$ cat src/verilog/pwm_leb_pkg.sv
package pwm_leb_pkg;

	// ****************************************
	// register map, byte addresses
	// ****************************************
	localparam logic [7:0]  ADDR_CONTROL  = 8'h00;    // blanking_control
	localparam logic [7:0]  ADDR_DURATION = 8'h04;    // blanking length in clocks
	localparam logic [7:0]  ADDR_STATUS   = 8'h08;    // live state, read only

	// ****************************************
	// blanking_control field positions
	// ****************************************
	localparam int BIT_HI_RISE      = 15;             // hi_rise_trig_en
	localparam int BIT_HI_FALL      = 14;             // hi_fall_trig_en
	localparam int BIT_LO_RISE      = 13;             // lo_rise_trig_en
	localparam int BIT_LO_FALL      = 12;             // lo_fall_trig_en
	localparam int BIT_FAULT_BLANK  = 11;             // fault_blank_en
	localparam int BIT_CURLIM_BLANK = 10;             // curlim_blank_en
	localparam int BIT_SIG_HIGH     = 5;              // sel_sig_high_blank_en
	localparam int BIT_SIG_LOW      = 4;              // sel_sig_low_blank_en
	localparam int BIT_HI_OUT_HIGH  = 3;              // hi_out_high_blank_en
	localparam int BIT_HI_OUT_LOW   = 2;              // hi_out_low_blank_en

	// ****************************************
	// status field positions
	// ****************************************
	localparam int ST_LEB_ACTIVE    = 0;              // edge counter running
	localparam int ST_STATE_BLANK   = 1;              // state blanking condition
	localparam int ST_FAULT_RAW     = 2;              // synchronised fault input
	localparam int ST_CURLIM_RAW    = 3;              // synchronised current limit
	localparam int ST_FAULT_OUT     = 4;              // fault after blanking
	localparam int ST_CURLIM_OUT    = 5;              // current limit after blanking

	// ****************************************
	// reset values and masks
	// ****************************************
	localparam logic [15:0] CONTROL_RESET = 16'h0000; // all blanking off
	localparam logic [15:0] CONTROL_WMASK = 16'hFC3C; // implemented bits only

	// ****************************************
	// timing
	// ****************************************
	localparam int CLK_PERIOD_PS  = 5000;             // 200 MHz
	localparam int BLANK_TIME_NS  = 100;              // default blanking length
	localparam int BLANK_CYCLES   = (BLANK_TIME_NS * 1000 + CLK_PERIOD_PS - 1) / CLK_PERIOD_PS;
	localparam logic [15:0] DURATION_RESET = 16'(BLANK_CYCLES);

endpackage

$ cat src/verilog/leb_edge_detect.sv
`timescale 1ns/1ps
// rising / falling edge pulses for same-clock levels
module leb_edge_detect #(
	parameter int N = 2                  // number of levels watched
) (
	// clock and reset
	input  wire logic         clk_i,
	input  wire logic         rst_i,
	// levels in
	input  wire logic [N-1:0] level_i,
	// one-cycle edge pulses
	output logic      [N-1:0] rise_o,
	output logic      [N-1:0] fall_o
);

	// ****************************************
	// previous value per level
	// ****************************************
	logic [N-1:0] prev;                  // level one clock ago

	genvar g;
	generate
		for (g = 0; g < N; g++) begin : g_edge
			// remember last level; reset low so a level high at reset shows a rise
			always_ff @(posedge clk_i) begin
				if (rst_i) begin
					prev[g] <= 1'b0;
				end else begin
					prev[g] <= level_i[g];
				end
			end
			// pulses are combinational so the trigger lands in the edge cycle
			assign rise_o[g] = level_i[g] & ~prev[g];
			assign fall_o[g] = ~level_i[g] & prev[g];
		end
	endgenerate

endmodule

$ cat src/verilog/leb_blank_counter.sv
`timescale 1ns/1ps
// retriggerable down counter; active while nonzero
module leb_blank_counter #(
	parameter int W = 16                 // counter width
) (
	// clock and reset
	input  wire logic         clk_i,
	input  wire logic         rst_i,
	// control
	input  wire logic         start_i,   // reload pulse
	input  wire logic [W-1:0] load_i,    // length in clocks
	// state
	output logic              active_o
);

	logic [W-1:0] count;                 // clocks left in window

	// reload wins over counting, so a new edge always restarts the full window
	always_ff @(posedge clk_i) begin
		if (rst_i) begin
			count <= '0;
		end else if (start_i) begin
			count <= load_i;
		end else if (count != '0) begin
			count <= count - W'(1);
		end
	end

	assign active_o = (count != '0);

endmodule

$ cat src/verilog/pwm_leading_edge_blanking_ctrl.sv
`timescale 1ns/1ps
// Function
// - high-side rising edge starts blanking when enabled
// - high-side falling edge starts blanking when enabled
// - low-side rising edge starts blanking when enabled
// - low-side falling edge starts blanking when enabled
// - blanking window masks fault when enabled
// - blanking window masks current limit when enabled
// - blank while selected blanking signal high
// - blank while selected blanking signal low
// - blank while high-side output is high
// - blank while high-side output is low
module pwm_leading_edge_blanking_ctrl
	import pwm_leb_pkg::*;
#(
	parameter int CNT_W = 16             // blanking counter width
) (
	// clock and reset
	input  wire logic        clk_i,
	input  wire logic        rst_i,
	// wishbone classic slave
	input  wire logic        wb_cyc_i,
	input  wire logic        wb_stb_i,
	input  wire logic        wb_we_i,
	input  wire logic [7:0]  wb_adr_i,
	input  wire logic [3:0]  wb_sel_i,
	input  wire logic [31:0] wb_dat_i,
	output logic      [31:0] wb_dat_o,
	output logic             wb_ack_o,
	// pwm outputs, same clock domain
	input  wire logic        pwm_high_side_out_i,
	input  wire logic        pwm_low_side_out_i,
	// asynchronous inputs
	input  wire logic        sel_blank_sig_i,
	input  wire logic        fault_raw_i,
	input  wire logic        curlim_raw_i,
	// blanked results and blanking state
	output logic             fault_o,
	output logic             curlim_o,
	output logic             leb_active_o,
	output logic             state_blank_o
);

	// ****************************************
	// declarations
	// ****************************************
	localparam int NSYNC = 3;            // blank signal, fault, current limit

	logic [15:0]      blanking_control;  // control register
	logic [CNT_W-1:0] blank_duration;    // window length in clocks
	logic [NSYNC-1:0] sync1;             // first synchroniser stage
	logic [NSYNC-1:0] sync2;             // second stage, safe to use
	logic             blank_sig_s;       // synchronised blanking signal
	logic             fault_s;           // synchronised fault
	logic             curlim_s;          // synchronised current limit
	logic [1:0]       rise;              // [1] high side, [0] low side
	logic [1:0]       fall;              // same order
	logic             trigger;           // enabled edge this cycle
	logic             leb_active;        // edge counter running
	logic             state_blank;       // any state condition true
	logic             bus_req;           // new wishbone request
	logic             wr_ctl;            // write hits control
	logic             wr_dur;            // write hits duration
	logic [31:0]      next_rdata;        // read mux
	logic [15:0]      status;            // live state word
	logic [15:0]      next_control;      // merged control write
	logic [CNT_W-1:0] next_duration;     // merged duration write

	// ****************************************
	// helper functions
	// ****************************************
	// input passes only when no blanking applies to it
	function automatic logic pass_input(input logic raw, input logic en,
	                                    input logic win, input logic st);
		pass_input = raw & ~(en & (win | st));
	endfunction

	// byte-lane merge for 16-bit registers, only writable bits change
	function automatic logic [15:0] merge16(input logic [15:0] old,
	                                        input logic [15:0] wdata,
	                                        input logic [1:0]  sel,
	                                        input logic [15:0] mask);
		logic [15:0] lanes;
		lanes   = {{8{sel[1]}}, {8{sel[0]}}} & mask;
		merge16 = (old & ~lanes) | (wdata & lanes);
	endfunction

	// ****************************************
	// input synchronisers
	// ****************************************
	// two flops for each outside level; stage one feeds stage two only
	always_ff @(posedge clk_i) begin
		if (rst_i) begin
			sync1 <= '0;
			sync2 <= '0;
		end else begin
			sync1 <= {sel_blank_sig_i, fault_raw_i, curlim_raw_i};
			sync2 <= sync1;
		end
	end

	assign blank_sig_s = sync2[2];
	assign fault_s     = sync2[1];
	assign curlim_s    = sync2[0];

	// ****************************************
	// edge detection on pwm outputs
	// ****************************************
	// pwm levels share our clock, so no synchroniser here
	leb_edge_detect #(
		.N       (2)
	) u_edges (
		.clk_i   (clk_i),
		.rst_i   (rst_i),
		.level_i ({pwm_high_side_out_i, pwm_low_side_out_i}),
		.rise_o  (rise),
		.fall_o  (fall)
	);

	// ****************************************
	// edge trigger selection
	// ****************************************
	always_comb begin
		trigger = 1'b0;
		if (blanking_control[BIT_HI_RISE] && rise[1]) begin
			trigger = 1'b1;
		end
		if (blanking_control[BIT_HI_FALL] && fall[1]) begin
			trigger = 1'b1;
		end
		if (blanking_control[BIT_LO_RISE] && rise[0]) begin
			trigger = 1'b1;
		end
		if (blanking_control[BIT_LO_FALL] && fall[0]) begin
			trigger = 1'b1;
		end
	end

	// ****************************************
	// leading-edge blanking counter
	// ****************************************
	// a zero duration makes edges harmless: the window never opens
	leb_blank_counter #(
		.W        (CNT_W)
	) u_counter (
		.clk_i    (clk_i),
		.rst_i    (rst_i),
		.start_i  (trigger),
		.load_i   (blank_duration),
		.active_o (leb_active)
	);

	// ****************************************
	// state blanking
	// ****************************************
	// levels, not edges: blanking follows the signal for as long as it holds
	always_comb begin
		state_blank = 1'b0;
		if (blanking_control[BIT_SIG_HIGH] && blank_sig_s) begin
			state_blank = 1'b1;
		end
		if (blanking_control[BIT_SIG_LOW] && !blank_sig_s) begin
			state_blank = 1'b1;
		end
		if (blanking_control[BIT_HI_OUT_HIGH] && pwm_high_side_out_i) begin
			state_blank = 1'b1;
		end
		if (blanking_control[BIT_HI_OUT_LOW] && !pwm_high_side_out_i) begin
			state_blank = 1'b1;
		end
	end

	// ****************************************
	// blanked outputs
	// ****************************************
	// state blanking reaches an input only through that input's enable;
	// the window and the state term share one mask so they cannot disagree
	always_ff @(posedge clk_i) begin
		if (rst_i) begin
			fault_o  <= 1'b0;
			curlim_o <= 1'b0;
		end else begin
			// masked fault reads inactive
			fault_o  <= pass_input(fault_s, blanking_control[BIT_FAULT_BLANK],
			                       leb_active, state_blank);
			// masked current limit reads inactive
			curlim_o <= pass_input(curlim_s, blanking_control[BIT_CURLIM_BLANK],
			                       leb_active, state_blank);
		end
	end

	// visible blanking state, registered for clean outputs
	always_ff @(posedge clk_i) begin
		if (rst_i) begin
			leb_active_o  <= 1'b0;
			state_blank_o <= 1'b0;
		end else begin
			leb_active_o  <= leb_active;
			state_blank_o <= state_blank;
		end
	end

	// ****************************************
	// wishbone decode
	// ****************************************
	// one request per cycle/strobe; the ack flop blocks a double take
	assign bus_req = wb_cyc_i & wb_stb_i & ~wb_ack_o;
	assign wr_ctl  = bus_req & wb_we_i & (wb_adr_i == ADDR_CONTROL);
	assign wr_dur  = bus_req & wb_we_i & (wb_adr_i == ADDR_DURATION);

	assign next_control  = merge16(blanking_control, wb_dat_i[15:0], wb_sel_i[1:0],
	                               CONTROL_WMASK);
	assign next_duration = CNT_W'(merge16(16'(blank_duration), wb_dat_i[15:0],
	                                      wb_sel_i[1:0], 16'hFFFF));

	// ****************************************
	// registers
	// ****************************************
	// control word steers all blanking logic
	always_ff @(posedge clk_i) begin
		if (rst_i) begin
			blanking_control <= CONTROL_RESET;
		end else if (wr_ctl) begin
			blanking_control <= next_control;
		end
	end

	// blanking length; reloaded by the next edge, not the running window
	always_ff @(posedge clk_i) begin
		if (rst_i) begin
			blank_duration <= CNT_W'(DURATION_RESET);
		end else if (wr_dur) begin
			blank_duration <= next_duration;
		end
	end

	// ****************************************
	// read path
	// ****************************************
	always_comb begin
		status                 = 16'h0000;
		status[ST_LEB_ACTIVE]  = leb_active;
		status[ST_STATE_BLANK] = state_blank;
		status[ST_FAULT_RAW]   = fault_s;
		status[ST_CURLIM_RAW]  = curlim_s;
		status[ST_FAULT_OUT]   = fault_o;
		status[ST_CURLIM_OUT]  = curlim_o;
	end

	always_comb begin
		next_rdata = 32'h0000_0000;             // unmapped reads as zero
		case (wb_adr_i)
			ADDR_CONTROL: begin
				next_rdata[15:0] = blanking_control;
			end
			ADDR_DURATION: begin
				next_rdata[15:0] = 16'(blank_duration);
			end
			ADDR_STATUS: begin
				next_rdata[15:0] = status;
			end
			default: begin
				next_rdata = 32'h0000_0000;
			end
		endcase
	end

	// ack every request one clock later, mapped or not; read data latched with it
	always_ff @(posedge clk_i) begin
		if (rst_i) begin
			wb_ack_o <= 1'b0;
			wb_dat_o <= 32'h0000_0000;
		end else begin
			wb_ack_o <= bus_req;
			if (bus_req && !wb_we_i) begin
				wb_dat_o <= next_rdata;
			end
		end
	end

endmodule

$ cat config.mk
export PLATFORM = sky130hd
export DESIGN_NAME = pwm_leading_edge_blanking_ctrl
export DESIGN_NICKNAME = d
export VERILOG_FILES = /design/src/verilog/pwm_leb_pkg.sv /design/src/verilog/leb_edge_detect.sv /design/src/verilog/leb_blank_counter.sv /design/src/verilog/pwm_leading_edge_blanking_ctrl.sv
export SDC_FILE = /design/constraint.sdc
export NUM_CORES = 1
export LEC_CHECK = 0
export BUFFER_PORTS_ARGS = -buffer_cell sky130_fd_sc_hd__buf_2
export CORE_ASPECT_RATIO = 1.75
export CORE_MARGIN = 2
export CORE_UTILIZATION = 52
export DETAILED_ROUTE_END_ITERATION = 10
export PLACE_DENSITY = 0.83
export RECOVER_POWER = 100
export SYNTH_ARGS = -nofsm -noshare
export SYNTH_HDL_FRONTEND = slang
export SYNTH_SLANG_ARGS = --single-unit
$ cat constraint.sdc
create_clock -name clk_i -period 2.6 [get_ports clk_i]
set_input_delay 0.26 -clock clk_i [delete_from_list [all_inputs] [get_ports clk_i]]
set_output_delay 0.26 -clock clk_i [all_outputs]
set_load 0.01 [all_outputs]
==> metrics.log <==
[metrics] run status: finished with violations
[metrics] violated checks: max-capacitance violations, max-slew violations
[metrics] number of synthesized flops with an enable pin: 0
[metrics] Horiz. Die Dim: 63.3 µm
[metrics] mean routed wirelength per cell: 15.7 µm
[metrics] most instantiated flip-flop cell in the synthesis netlist: dfxtp_1
[metrics] f_max: 0.449 GHz
[metrics] count of yosys warnings during synthesis: 0
[metrics] total routed wirelength: 7480 µm
[metrics] final hold violation count: 0
[metrics] count of instances resized after the clock tree is built: 0
[metrics] Diodes inserted: 0
[metrics] count of different cell masters after synthesis: 46
[metrics] main combinational cell family by area after synthesis: simple AND/OR/NAND/NOR gates
[metrics] highest-count cells in the layout ignoring fill and taps: 71 x dfxtp_1, 39 x nor2_1, 37 x mux2i_1
[metrics] post-synth design cell area: 0.00320 mm²
[metrics] sequential area share after synthesis: 0.445
[metrics] r2r worst-path depth: 5
[metrics] Post-Synth Adder-Cell Area: 0.00783
[metrics] CP startpoint kind: flip-flop
[metrics] area growth from synthesis to layout: 13.4%
[metrics] Max Slew Vio Count: 37
[metrics] number of buffers inserted during clock tree synthesis: 9
[metrics] Sink Count: 71
[metrics] share of final-layout standard cells stronger than drive strength 1: 0.160
[metrics] parity-gate share of the synthesized area counting xor and xnor cells: 0.0356
[metrics] NumNets Final: 451
[metrics] Layout Utilization: 0.612
[metrics] clock transition at the registers of the reported paths: 0.08 ns
[metrics] Simple-Gate Fraction of Synth Area: 0.209
[metrics] CTS tree: built
[metrics] final setup violating endpoints: 0
[metrics] number of cells in the finished layout apart from fillers: 478
[metrics] multiplexer fraction of the synthesized cell area: 0.119
[metrics] worst flop-to-flop path endpoint: wb_dat_o[3]
[metrics] Worst VDD drop: 0.563 mV
[metrics] highest cell delay on the worst timing path: 0.50 ns
[metrics] Hold Path End: sync1[0]
[metrics] Hold Crit Start: curlim_raw_i
[metrics] final global-route overflow total: 0
[metrics] Max Buffers Root-to-Sink: 2
[metrics] standard cell with the maximum stage delay on the critical path: a21boi_1
[metrics] leading cell type in the layout, fill and taps excluded: dfxtp_1
[metrics] number of DRC violations after detailed-routing iteration 0: 82
[metrics] count of hold buffers inserted by post-cts repair: 0
[metrics] post-place instance area: 0.00348 mm²
[metrics] number of vias per cell after detailed routing: 5.52
[metrics] buffer count from post-CTS setup fixing: 0
[metrics] Filler cells: 528
[metrics] Crit. End Element: flip-flop
[metrics] cell count after synthesis: 339
[metrics] H-tree Lvls: 3
[metrics] unrepaired setup endpoints after global routing: no
[metrics] effective utilization at floorplan: 0.539
[metrics] first-pass iteration count of the detailed router: 4
[metrics] maximum number of pins on one net before global-route repair: 37
[metrics] sequence of cells on the critical path: nand3b_1 > or2_2 > nor3_1 > a21boi_1 > a22o_1
[metrics] fin area: 0.00362 mm²
[metrics] detailed-route via count: 2637
[metrics] pwr dens: 834 mW/mm²
[metrics] share of synthesized flip-flops with an asynchronous set or reset: 0
[metrics] final routed DRC violation total: 0
[metrics] Post-Route Skew: 0.00657 ns
[metrics] initial antenna violation count: 0
[metrics] Routed Antenna Nets: 0
[metrics] max-cap violation count: 1
[metrics] TNS Setup: 0 ns
[metrics] Data required, critical path: 2.90 ns
[metrics] final cycle utilization of the critical path: 0.857
[metrics] arrival time at the worst endpoint: 2.53 ns
[metrics] via count of the first global-routing pass: 2581
[metrics] worst rel slew slack: -0.00770
[metrics] Global Route Usage Sum: 0.231
[metrics] Slew @ Worst Pin: 1.51 ns
[metrics] floorplan die height: 108 µm
[metrics] I/O pins: 91
[metrics] flops & latches, synth: 71
[metrics] Compound-Gate Fraction of Synth Area: 0.113
[metrics] Hold Path Class: in2reg
[metrics] highest fanout seen on the critical path: 7
[metrics] Hold Path Depth: 2
[metrics] Clock Latency Late Sink: 0.36 ns
[metrics] number of placement rows: 37
[metrics] reg-to-reg slack, setup: 0.37 ns
[metrics] Cell Count Post-Placement: 462
[metrics] gpl congestion: 0.875
[metrics] half-perimeter wire length of the detailed placement result: 5360 µm
[metrics] Avg Cell Area, Syn: 9.43 µm²
[metrics] r2r startpoint: wb_ack_o
[metrics] Die ar.: 0.00682 mm²
[metrics] total of buffers placed on input and output ports: 56
[metrics] fin crit period: 2.23 ns
[metrics] clock root buffer master: clkbuf_8
[metrics] crit path kind: reg2reg
[metrics] core area: 0.00593 mm²
[metrics] Leak Pwr: 1.44 nW
[metrics] hold slack: 0.115 ns
[metrics] first-pass GRT wire length: 12000 µm
==> report_power, final <==
part | internal [mW] | switching [mW] | total (mW) | leakage (nW)
Combinational | 0.367 | 0.457 | 0.825 | 0.762
Sequential | 1.18 | 0.103 | 1.29 | 0.577
Clock | 0.493 | 0.416 | 0.909 | 0.105
==> per-stage QoR <==
stage | setup WS, ns | power, mW
2_1_floorplan | 0.795 | 1.96
3_3_place_gp | 0.565 | 2.11
3_5_place_dp | 0.520 | 2.13
4_1_cts | 0.620 | 3.03
5_1_grt | 0.287 | 3.17
6_report | 0.371 | 3.02
==> worst max-delay path: cells and delay by family, from the launching register on <==
family          cells  cell delay, ns
flops               1            0.31
simple gates        3            1.14
compound gates      2            0.71
==> how the worst max path moves through the flow <==
stage	cells after the start	endpoint	startpoint	slack (ns)
2_1_floorplan	8	u_counter.count[10]	u_counter.count[0]	0.79
3_3_place_gp	6	flip-flop	wb_adr_i[5]	0.56
3_5_place_dp	6	flip-flop	wb_adr_i[5]	0.52
4_1_cts	5	u_counter.count[13]	u_counter.count[2]	0.62
5_1_grt	5	wb_dat_o[3]	wb_ack_o	0.29
6_report	5	wb_dat_o[3]	wb_ack_o	0.37
==> cell usage after synthesis (3+ instances only) <==
library cell   n  share of area
dfxtp_1       71           0.44
clkbuf_1       8         0.0094
nand2b_1       3         0.0059
nor2_1        39          0.046
xnor2_1        8          0.022
nor2b_1       11          0.022
mux2i_1       37           0.12
o21ai_0       18          0.028
o32ai_1        6          0.016
buf_4         16          0.038
xor2_1         5          0.014
buf_2          3         0.0047
or2_2          3         0.0059
inv_1         13          0.015
or4_1          3         0.0070
nor3_1         4         0.0063
nor4_4         5          0.033
a22oi_1        4         0.0094
a21oi_1       11          0.017
nand2_1       25          0.029
nand3_1        8          0.013
a22o_1         6          0.016
==> logic make-up after synthesis <==
group / after synthesis
adder cells (fa/ha/maj): 2
multiplexers: 38
other: 1
flip-flops: 71
XOR/XNOR: 13
buffers and inverters: 42
AO/OA/AOI/OAI: 56
AND/OR/NAND/NOR: 116
==> area by class of cell <==
class / instances / area, µm² / share of cell area
Timing Repair Buffer: 59 / 268 / 0.0739
Clock buffer: 11 / 151 / 0.0418
Tap cell: 78 / 97.6 / 0.0269
Sequential cell: 71 / 1420 / 0.392
Multi-Input combinational cell: 241 / 1580 / 0.436
Inverter: 13 / 48.8 / 0.0135
Clock inverter: 5 / 56.3 / 0.0155
==> layer usage <==
layer	up-vias	GRT usage	wire length, µm
met5	-	0	0
met2	104	0.419	3950
met3	20	0.0513	373
met1	1249	0.240	2900
li1	1264	-	-
met4	0	0.138	255
Note: power is estimated with default switching activity, not from simulation.
